--- src/rtl/failsafe_regs.svh ---
`ifndef FAILSAFE_REGS_SVH
`define FAILSAFE_REGS_SVH

// Timebase and durations, each in its own unit.
`define CLK_PERIOD_NS         8
`define TXD_DOM_TIMEOUT_US    2000
`define RXD_CLAMP_TIME_US     2
`define BUS_DOM_TIMEOUT_US    2000
`define SHORT_FILTER_US       1
`define WAKE_FILTER_US        1
`define WAKE_TIMEOUT_US       1000
`define US_TO_CYC(us) (((us) * 1000 + `CLK_PERIOD_NS - 1) / `CLK_PERIOD_NS)

// Register byte offsets on the Avalon slave.
`define REG_CTRL_OFS          4'h0
`define REG_STATUS_OFS        4'h4
`define REG_WAKE_OFS          4'h8

// Field positions.
`define CTRL_MODE_LSB         0
`define WAKE_CLR_BIT          0
`define RDATA_IDLE            32'h0000_0000

`endif

--- src/rtl/failsafe_pkg.sv ---
package failsafe_pkg;

  // Operating modes written by software.
  typedef enum logic [1:0] {
    MODE_STANDBY = 2'h0,
    MODE_SILENT  = 2'h1,
    MODE_NORMAL  = 2'h2
  } mode_t;

  // Wake pattern recogniser, Gray coded along the pattern.
  typedef enum logic [1:0] {
    W_IDLE = 2'h0,
    W_DOM1 = 2'h1,
    W_REC  = 2'h3,
    W_DOM2 = 2'h2
  } wake_state_t;

  // Causes of a local failure.
  typedef struct packed {
    logic txd_dom;
    logic pin_short;
    logic rx_clamp;
    logic bus_clamp;
    logic overtemp;
  } fail_t;

  // Status word layout, most significant field first.
  typedef struct packed {
    wake_state_t wake_state;
    logic        wake_seen;
    logic        tx_enable;
    logic        any_uv;
    logic        local_failure_flag;
    fail_t       fail;
  } status_t;

endpackage

--- src/rtl/dur_timer.sv ---
`timescale 1ns/1ps
`default_nettype none

// Counts how long a level has held; expires one edge after TERM is reached.
module dur_timer #(
  parameter int unsigned CNT_W = 24,
  parameter int unsigned TERM  = 8
) (
  input  wire logic i_sys_clk,
  input  wire logic i_rstn,
  input  wire logic i_run,
  output logic      o_expired
);

  localparam logic [CNT_W-1:0] TERM_C = CNT_W'(TERM);

  logic [CNT_W-1:0] cnt;

  // Counter saturates so a level held forever never wraps into a false restart.
  always_ff @(posedge i_sys_clk or negedge i_rstn) begin
    if (!i_rstn) begin
      cnt <= '0;
    end else if (!i_run) begin
      cnt <= '0;
    end else if (cnt != TERM_C) begin
      cnt <= cnt + 1'b1;
    end
  end

  // Expiry means the level lasted longer than the terminal count.
  always_ff @(posedge i_sys_clk or negedge i_rstn) begin
    if (!i_rstn) begin
      o_expired <= 1'b0;
    end else begin
      o_expired <= i_run && (cnt == TERM_C);
    end
  end

endmodule

`default_nettype wire

--- src/rtl/can_failsafe_monitor.sv ---
// Added by the designer: the register offsets and the Avalon-MM register port.
`timescale 1ns/1ps
`default_nettype none
`include "failsafe_regs.svh"

module can_failsafe_monitor #(
  parameter int unsigned CNT_W       = 24,
  parameter int unsigned TXD_DOM_CYC = `US_TO_CYC(`TXD_DOM_TIMEOUT_US),
  parameter int unsigned RXC_CYC     = `US_TO_CYC(`RXD_CLAMP_TIME_US),
  parameter int unsigned BUS_DOM_CYC = `US_TO_CYC(`BUS_DOM_TIMEOUT_US),
  parameter int unsigned SHORT_CYC   = `US_TO_CYC(`SHORT_FILTER_US),
  parameter int unsigned FILT_CYC    = `US_TO_CYC(`WAKE_FILTER_US),
  parameter int unsigned WAKE_TO_CYC = `US_TO_CYC(`WAKE_TIMEOUT_US)
) (
  input  wire logic            i_sys_clk,
  input  wire logic            i_rstn,
  input  wire logic [3:0]      i_avs_address,
  input  wire logic            i_avs_read,
  input  wire logic            i_avs_write,
  input  wire logic [31:0]     i_avs_writedata,
  input  wire logic [3:0]      i_avs_byteenable,
  output logic [31:0]          o_avs_readdata,
  output logic                 o_avs_waitrequest,
  input  wire logic            i_txd,
  input  wire logic            i_rxd_sense,
  input  wire logic            i_bus_state_comparator_out,
  input  wire logic            i_overtemp,
  input  wire logic            i_main_supply_uv_level,
  input  wire logic            i_driver_supply_uv_level,
  input  wire logic            i_io_supply_uv_level,
  output logic                 o_rxd,
  output logic                 o_tx_enable,
  output logic                 o_tx_dominant,
  output logic                 o_error_flag_out_n,
  output logic                 o_engaged,
  output logic                 o_wake_comparator_on,
  output logic                 o_local_wake_enable,
  output logic                 o_bus_wake,
  output failsafe_pkg::fail_t  o_fail_cause
);

  import failsafe_pkg::*;

  localparam logic [CNT_W-1:0] FILT_C    = CNT_W'(FILT_CYC);
  localparam logic [CNT_W-1:0] WAKE_TO_C = CNT_W'(WAKE_TO_CYC);

  mode_t            mode;
  fail_t            fail;
  logic             local_failure_flag;
  logic             wake_seen;
  wake_state_t      wstate;
  wake_state_t      next_wstate;
  logic [CNT_W-1:0] phase_cnt;
  logic [CNT_W-1:0] win_cnt;
  logic             bus_dom;
  logic             any_uv;
  logic             mon;
  logic             txd_exp;
  logic             rxc_exp;
  logic             bus_exp;
  logic             short_exp;
  logic             wr_en;
  logic             rd_en;
  logic             wr_ctrl;
  mode_t            wr_mode;
  logic             enter_normal;
  logic             resolved;
  logic             lf_clear;
  logic             lf_set;
  logic             rxc_set;
  logic             held_cause;
  logic             next_tx_enable;
  logic             wake_en;
  logic             phase_ok;
  logic             win_out;
  logic             wake_hit;
  status_t          status;

  //////////////////////////////////////////////////////////////////////////
  // Avalon slave: one wait cycle, then the access completes.

  // Bus levels and qualifiers used everywhere below.
  assign bus_dom = i_bus_state_comparator_out;
  assign any_uv  = i_main_supply_uv_level | i_driver_supply_uv_level
                 | i_io_supply_uv_level;
  assign mon     = ((mode == MODE_NORMAL) || (mode == MODE_SILENT))
                 && !any_uv;
  assign wr_en   = i_avs_write && !o_avs_waitrequest;
  assign rd_en   = i_avs_read && o_avs_waitrequest;
  assign wr_ctrl = wr_en && (i_avs_address == `REG_CTRL_OFS)
                 && i_avs_byteenable[0];
  assign wr_mode = mode_t'(i_avs_writedata[`CTRL_MODE_LSB +: 2]);
  assign enter_normal = wr_ctrl && (wr_mode == MODE_NORMAL)
                      && (mode != MODE_NORMAL);

  // Waitrequest drops for exactly one cycle per request, so the master
  // always completes on the second edge of its request.
  always_ff @(posedge i_sys_clk or negedge i_rstn) begin
    if (!i_rstn) begin
      o_avs_waitrequest <= 1'b1;
    end else if ((i_avs_read || i_avs_write) && o_avs_waitrequest) begin
      o_avs_waitrequest <= 1'b0;
    end else begin
      o_avs_waitrequest <= 1'b1;
    end
  end

  // Status word shows the block's own state.
  assign status = '{wake_state: wstate, wake_seen: wake_seen,
                    tx_enable: o_tx_enable, any_uv: any_uv,
                    local_failure_flag: local_failure_flag, fail: fail};

  // Read data is captured in the wait cycle; unmapped offsets read zero.
  always_ff @(posedge i_sys_clk or negedge i_rstn) begin
    if (!i_rstn) begin
      o_avs_readdata <= `RDATA_IDLE;
    end else if (rd_en) begin
      case (i_avs_address)
        `REG_CTRL_OFS:   o_avs_readdata <= 32'(mode);
        `REG_STATUS_OFS: o_avs_readdata <= 32'(status);
        `REG_WAKE_OFS:   o_avs_readdata <= 32'(wake_seen);
        default:         o_avs_readdata <= `RDATA_IDLE;
      endcase
    end
  end

  // Mode register; the unused encoding is ignored rather than stored.
  always_ff @(posedge i_sys_clk or negedge i_rstn) begin
    if (!i_rstn) begin
      mode <= MODE_STANDBY;
    end else if (wr_ctrl && (i_avs_writedata[`CTRL_MODE_LSB +: 2] != 2'h3))
    begin
      mode <= wr_mode;
    end
  end

  //////////////////////////////////////////////////////////////////////////
  // Duration timers.

  // Runs while transmit is held low by the controller.
  dur_timer #(.CNT_W(CNT_W), .TERM(TXD_DOM_CYC)) u_txd_tmr (
    .i_sys_clk (i_sys_clk),
    .i_rstn    (i_rstn),
    .i_run     (mon && !i_txd),
    .o_expired (txd_exp)
  );

  // Runs while the comparator says dominant but the pin stays high.
  dur_timer #(.CNT_W(CNT_W), .TERM(RXC_CYC)) u_rxc_tmr (
    .i_sys_clk (i_sys_clk),
    .i_rstn    (i_rstn),
    .i_run     (mon && bus_dom && i_rxd_sense),
    .o_expired (rxc_exp)
  );

  // Runs while the bus stays dominant.
  dur_timer #(.CNT_W(CNT_W), .TERM(BUS_DOM_CYC)) u_bus_tmr (
    .i_sys_clk (i_sys_clk),
    .i_rstn    (i_rstn),
    .i_run     (mon && bus_dom),
    .o_expired (bus_exp)
  );

  // Runs while the pin level disagrees with what this block drives; a
  // short latches pin_short, which turns the transmitter off.
  dur_timer #(.CNT_W(CNT_W), .TERM(SHORT_CYC)) u_short_tmr (
    .i_sys_clk (i_sys_clk),
    .i_rstn    (i_rstn),
    .i_run     (mon && (i_rxd_sense != o_rxd)),
    .o_expired (short_exp)
  );

  //////////////////////////////////////////////////////////////////////////
  // Failure latches and the shared flag.

  // A failure counts as resolved only once every live condition is gone.
  assign resolved = !txd_exp && !short_exp && !rxc_exp && !bus_exp
                  && !i_overtemp;
  assign lf_clear = (enter_normal || (!o_rxd && i_txd)) && resolved;
  assign rxc_set  = mon && rxc_exp && i_rxd_sense && bus_dom;
  assign lf_set   = mon && (txd_exp || short_exp || i_overtemp || rxc_set
                  || bus_exp);
  assign held_cause = fail.txd_dom || fail.pin_short || fail.rx_clamp
                    || fail.overtemp;

  // Transmit-disabling causes hold until the flag clears; set beats clear.
  always_ff @(posedge i_sys_clk or negedge i_rstn) begin
    if (!i_rstn) begin
      fail.txd_dom   <= 1'b0;
      fail.pin_short <= 1'b0;
      fail.overtemp  <= 1'b0;
    end else begin
      fail.txd_dom   <= (mon && txd_exp) || (fail.txd_dom && !lf_clear);
      fail.pin_short <= (mon && short_exp)
                     || (fail.pin_short && !lf_clear);
      fail.overtemp  <= (mon && i_overtemp)
                     || (fail.overtemp && !lf_clear);
    end
  end

  // Receive clamp has its own release conditions, including power loss.
  always_ff @(posedge i_sys_clk or negedge i_rstn) begin
    if (!i_rstn) begin
      fail.rx_clamp <= 1'b0;
    end else if (rxc_set) begin
      fail.rx_clamp <= 1'b1;
    end else if (enter_normal || !i_rxd_sense || any_uv) begin
      fail.rx_clamp <= 1'b0;
    end
  end

  // Bus clamping is a live reflection of the timer and never held.
  always_ff @(posedge i_sys_clk or negedge i_rstn) begin
    if (!i_rstn) begin
      fail.bus_clamp <= 1'b0;
    end else begin
      fail.bus_clamp <= bus_exp && bus_dom;
    end
  end

  // Set wins over clear; a bus clamp alone is released with the bus.
  always_ff @(posedge i_sys_clk or negedge i_rstn) begin
    if (!i_rstn) begin
      local_failure_flag <= 1'b0;
    end else if (lf_set) begin
      local_failure_flag <= 1'b1;
    end else if (lf_clear) begin
      local_failure_flag <= 1'b0;
    end else if (!bus_dom && !held_cause) begin
      local_failure_flag <= 1'b0;
    end
  end

  //////////////////////////////////////////////////////////////////////////
  // Pin outputs.

  // Bus clamping deliberately leaves the transmitter alone.
  assign next_tx_enable = (mode == MODE_NORMAL) && !any_uv && !fail.txd_dom
                        && !fail.pin_short && !fail.overtemp
                        && !fail.rx_clamp;

  // All pin outputs are registered.
  always_ff @(posedge i_sys_clk or negedge i_rstn) begin
    if (!i_rstn) begin
      o_tx_enable          <= 1'b0;
      o_tx_dominant        <= 1'b0;
      o_rxd                <= 1'b1;
      o_error_flag_out_n   <= 1'b1;
      o_engaged            <= 1'b0;
      o_wake_comparator_on <= 1'b0;
      o_local_wake_enable  <= 1'b0;
      o_fail_cause         <= '0;
    end else begin
      o_tx_enable          <= next_tx_enable;
      o_tx_dominant        <= next_tx_enable && !i_txd;
      o_rxd                <= any_uv || !bus_dom;
      o_error_flag_out_n   <= !local_failure_flag;
      o_engaged            <= !any_uv;
      o_wake_comparator_on <= !i_main_supply_uv_level;
      o_local_wake_enable  <= !i_main_supply_uv_level;
      o_fail_cause         <= fail;
    end
  end

  //////////////////////////////////////////////////////////////////////////
  // Bus wake-up pattern filter.

  assign wake_en  = (mode == MODE_STANDBY) && !i_main_supply_uv_level;
  assign phase_ok = (phase_cnt >= FILT_C);
  assign win_out  = (win_cnt >= WAKE_TO_C);
  assign wake_hit = wake_en && (wstate == W_DOM2) && phase_ok && !win_out;

  // A long dominant sits in the first phase until the window expires and
  // restarts, so only the part after its last restart counts as the first dominant phase.
  always_comb begin
    next_wstate = wstate;
    if (!wake_en || ((wstate != W_IDLE) && win_out)) begin
      next_wstate = W_IDLE;
    end else begin
      case (wstate)
        W_IDLE: begin
          if (bus_dom) next_wstate = W_DOM1;
        end
        W_DOM1: begin
          if (!bus_dom) next_wstate = phase_ok ? W_REC : W_IDLE;
        end
        W_REC: begin
          if (bus_dom) next_wstate = phase_ok ? W_DOM2 : W_DOM1;
        end
        W_DOM2: begin
          if (phase_ok || !bus_dom) next_wstate = W_IDLE;
        end
        default: begin
          next_wstate = W_IDLE;
        end
      endcase
    end
  end

  // State, phase length and pattern window counters.
  always_ff @(posedge i_sys_clk or negedge i_rstn) begin
    if (!i_rstn) begin
      wstate    <= W_IDLE;
      phase_cnt <= '0;
      win_cnt   <= '0;
    end else begin
      wstate    <= next_wstate;
      phase_cnt <= (next_wstate != wstate) ? '0
                 : (phase_ok ? phase_cnt : phase_cnt + 1'b1);
      win_cnt   <= (next_wstate == W_IDLE) ? '0
                 : (win_out ? win_cnt : win_cnt + 1'b1);
    end
  end

  // Wake pulse and sticky bit; writing one clears, a new hit wins.
  always_ff @(posedge i_sys_clk or negedge i_rstn) begin
    if (!i_rstn) begin
      o_bus_wake <= 1'b0;
      wake_seen  <= 1'b0;
    end else begin
      o_bus_wake <= wake_hit;
      wake_seen  <= wake_hit || (wake_seen && !(wr_en
                 && (i_avs_address == `REG_WAKE_OFS) && i_avs_byteenable[0]
                 && i_avs_writedata[`WAKE_CLR_BIT]));
    end
  end
endmodule

`default_nettype wire

--- config.mk ---
export PLATFORM = sky130hd
export DESIGN_NAME = can_failsafe_monitor
export DESIGN_NICKNAME = d
export VERILOG_FILES = /design/src/rtl/failsafe_pkg.sv /design/src/rtl/dur_timer.sv /design/src/rtl/can_failsafe_monitor.sv
export VERILOG_INCLUDE_DIRS = /design/src /design/src/rtl
export SDC_FILE = /design/constraint.sdc
export NUM_CORES = 1
export LEC_CHECK = 0
export BUFFER_PORTS_ARGS = -buffer_cell sky130_fd_sc_hd__buf_4
export CORE_MARGIN = 2
export CORE_UTILIZATION = 60
export CTS_CLUSTER_DIAMETER = 30
export DETAILED_ROUTE_END_ITERATION = 8
export HOLD_SLACK_MARGIN = 0.12
export PLACE_DENSITY = 0.9
export SLEW_MARGIN = 20
export SYNTH_ARGS = -nofsm -noshare
export SYNTH_HDL_FRONTEND = slang
export SYNTH_SLANG_ARGS = --single-unit
--- constraint.sdc ---
create_clock -name i_sys_clk -period 6.3 [get_ports i_sys_clk]
set_input_delay 0.63 -clock i_sys_clk [delete_from_list [all_inputs] [get_ports i_sys_clk]]
set_output_delay 0.63 -clock i_sys_clk [all_outputs]
set_load 0.05 [all_outputs]
==> impl_metrics.env <==
export IMPL_cts_sinks=183
export IMPL_drive_gt1_frac=0.103
export IMPL_skew_ns=0.00646
export IMPL_synthTopCellsByCount="dfrtp_1 (180), nor2_1 (131), xnor2_1 (56)"
export IMPL_synth_cell_types=57
export IMPL_cts_tree="done"
export IMPL_startpoint_type="flip-flop"
export IMPL_cp_required_ns=6.58
export IMPL_numCtsBuffers=17
export IMPL_fmax_mhz=377
export IMPL_num_rows=44
export IMPL_yosysSeqAreaShare=0.511
export IMPL_boundaryPins=97
export IMPL_wire_per_inst_um=15.8
export IMPL_instances_no_fill=1126
export IMPL_critPathKind="flip-flop to flip-flop"
export IMPL_min_period_ns=2.66
export IMPL_rsz0062_at_grt="false"
export IMPL_antenna_found_initial=0
export IMPL_max_cap_violations=0
export IMPL_synth_compound_area_frac=0.0624
export IMPL_diodes=0
export IMPL_htree_levels=4
export IMPL_globalRouteOverflowTotal=0
export IMPL_min_path_type="input pin to asynchronous set/reset pin"
export IMPL_final_nets=995
export IMPL_ys_flop_type="dfrtp_1"
export IMPL_arrival_ns=2.93
export IMPL_yosys_register_bits=183
export IMPL_synth_top_family_by_area="simple AND/OR/NAND/NOR gates"
export IMPL_dp_cells=1094
export IMPL_worstMarginPinSlew_ns=0.968
export IMPL_vdd_drop_max_uv=214
export IMPL_drcViolationCount=0
export IMPL_ys_top_cells_by_area="dfrtp_1 (50%), nor2_1 (5.5%), xnor2_1 (5.5%)"
export IMPL_grt_pass1_vias=6279
export IMPL_synth_warnings=0
export IMPL_dp_hpwl_um=11900
export IMPL_grt_util_all_layers=0.233
export IMPL_die_w_um=126
export IMPL_crit_path_max_fanout=16
export IMPL_cts_max_path_buffers=2
export IMPL_synthMuxAreaShare=0.00572
export IMPL_start_util=0.615
export IMPL_maxSlewHeadroom=0.355
export IMPL_synth_xor_area_frac=0.0977
export IMPL_vias_per_cell=5.86
export IMPL_die_area_um2=15900
export IMPL_synth_edf_count=0
export IMPL_outcome="finished clean"
export IMPL_finalSetupTns_ns=0
export IMPL_ant_nets=0
export IMPL_cp_end_kind="flip-flop"
export IMPL_drt_first_pass_iters=5
export IMPL_synthAdderAreaFrac=0.0209
export IMPL_insertion_delay_ns=0.43
export IMPL_place_congestion=0.873
export IMPL_yosys_area_top_type_share=0.502
export IMPL_ctsHoldBuffers=0
export IMPL_synthSimpleGateAreaFrac=0.253
export IMPL_synth_largest_area_cell="dfrtp_1"
export IMPL_fill_cells=1054
export IMPL_drt_iter0_markers=491
export IMPL_finalSetupViolCount=0
export IMPL_netlist_instances=899
export IMPL_io_buffer_count=42
export IMPL_syn_cell_area_um2=8970
export IMPL_p_leak_uw=0.00419
export IMPL_cts_resized=0
export IMPL_finalMaxSlewViolations=0
export IMPL_die_h_um=126
export IMPL_synth_most_common_cell="dfrtp_1"
export IMPL_cts_root_buf="clkbuf_16"
export IMPL_postCtsSetupRepairBufs=0
export IMPL_core_um2=14600
export IMPL_avgSynthCellArea_um2=9.97
export IMPL_area_growth_pct=10.5
export IMPL_finalCritPeriodShare=0.422
export IMPL_synth_async_reset_ratio=1.00
export IMPL_vias=6598
export IMPL_hold_viol=0
export IMPL_wirelength_um=17800
export IMPL_grt_max_degree=106
export IMPL_p_per_area_nw_per_um2=249
export IMPL_clk_pin_slew_ns=0.07
export IMPL_grt_first_pass_wirelength_um=30000
## layout by cell type, fill, tap and decap left out, types with 5 or more instances in the layout
| cell | netlist | final |
|---|---|---|
| o21ai_0 | 25 | 25 |
| or3_1 | 13 | 13 |
| nor4_1 | 33 | 33 |
| nand4_1 | 31 | 31 |
| ha_1 | 15 | 15 |
| nand3_1 | 32 | 32 |
| dfrtp_1 | 180 | 180 |
| nor4b_1 | 9 | 9 |
| a21oi_1 | 19 | 19 |
| xor2_1 | 44 | 44 |
| and2_1 | 27 | 27 |
| buf_4 | 22 | 44 |
| clkinvlp_4 | 0 | 5 |
| xnor2_1 | 56 | 56 |
| a22o_1 | 12 | 12 |
| clkbuf_16 | 0 | 17 |
| and3_1 | 19 | 19 |
| inv_1 | 35 | 35 |
| nor3_1 | 27 | 27 |
| nand2_1 | 55 | 55 |
| and4_1 | 13 | 13 |
| nor2_1 | 131 | 131 |
| nor2b_1 | 6 | 6 |
| conb_1 | 1 | 21 |
| nor3b_1 | 5 | 5 |
## registers in the layout, indices dropped and copies added (netlist names), 2 cells and up
name and cells:
fail 5, u_rxc_tmr.cnt 24, mode 2, u_bus_tmr.cnt 24
u_txd_tmr.cnt 24, phase_cnt 24, o_fail_cause 5, o_avs_readdata 11
u_short_tmr.cnt 24, wstate 2, win_cnt 24
## kinds of logic after synthesis
family	count (synthesis)
adder cells (fa/ha/maj)	15
other	1
AND/OR/NAND/NOR	423
AO/OA/AOI/OAI	82
multiplexers	5
XOR/XNOR	100
buffers and inverters	90
flip-flops	183
## per-stage QoR
stage | worst slack [ns] | area [um^2] | hold slack, ns | total power (uW) | utilization
2_1_floorplan | 4.16 | 9040 | 0.334 | 1360 | -
3_3_place_gp | 3.72 | 9320 | 0.399 | 1410 | 0.639
3_5_place_dp | 3.65 | 9320 | 0.404 | 1420 | 0.639
4_1_cts | 3.63 | 9910 | 0.343 | 2480 | 0.679
5_1_grt | 3.50 | 9910 | 0.358 | 2550 | 0.679
6_report | 3.64 | 9910 | 0.290 | 2470 | 0.679
## path summary, 6_finish.rpt
kind,end,slack (ns),cells after the start,from
worst max-delay path,phase_cnt[2]$_DFFE_PN0P_,3.64,5,win_cnt[13]$_DFFE_PN0P_
worst min-delay path,phase_cnt[15]$_DFFE_PN0P_,0.29,1,i_rstn
worst max register to register,phase_cnt[2]$_DFFE_PN0P_,3.64,5,win_cnt[13]$_DFFE_PN0P_
worst min register to register,o_error_flag_out_n$_DFF_PN1_,0.42,1,local_failure_flag$_DFFE_PN0P_
max in group asynchronous,phase_cnt[20]$_DFFE_PN0P_,4.72,2,i_rstn
min in group i_sys_clk,o_avs_waitrequest$_DFF_PN1_,0.36,2,i_avs_read
## report_power, final
| group | switching (uW) | total [uW] | internal (uW) |
|---|---|---|---|
| Clock | 447 | 1070 | 621 |
| Sequential | 23.9 | 1220 | 1200 |
| Combinational | 132 | 181 | 48.4 |
## worst max-delay path, cell delays in order (launching register included)
cell and delay (ns):
dfrtp_1 0.41, nand4_2 0.17, a2111oi_4 0.83, nor2_2 0.24, a32oi_1 0.72, nor2_1 0.14
## metal layers
metal	vias to the layer above	wire (um)	global-route usage
li1	3133	-	-
met5	-	0	0
met2	157	8780	0.375
met4	0	302	0.0737
met3	25	888	0.0573
met1	3283	7840	0.315
## final cells by class
cell class              count  area [um^2]  share of cell area
multi-input cells         646         4030               0.406
well taps                 184          230              0.0232
clock inverters            13          156              0.0158
inverters                  35          131              0.0133
repair buffers             46          353              0.0356
flip-flops and latches    183         4580               0.462
clock buffers              19          433              0.0437
(Power assumes the default switching activity.)
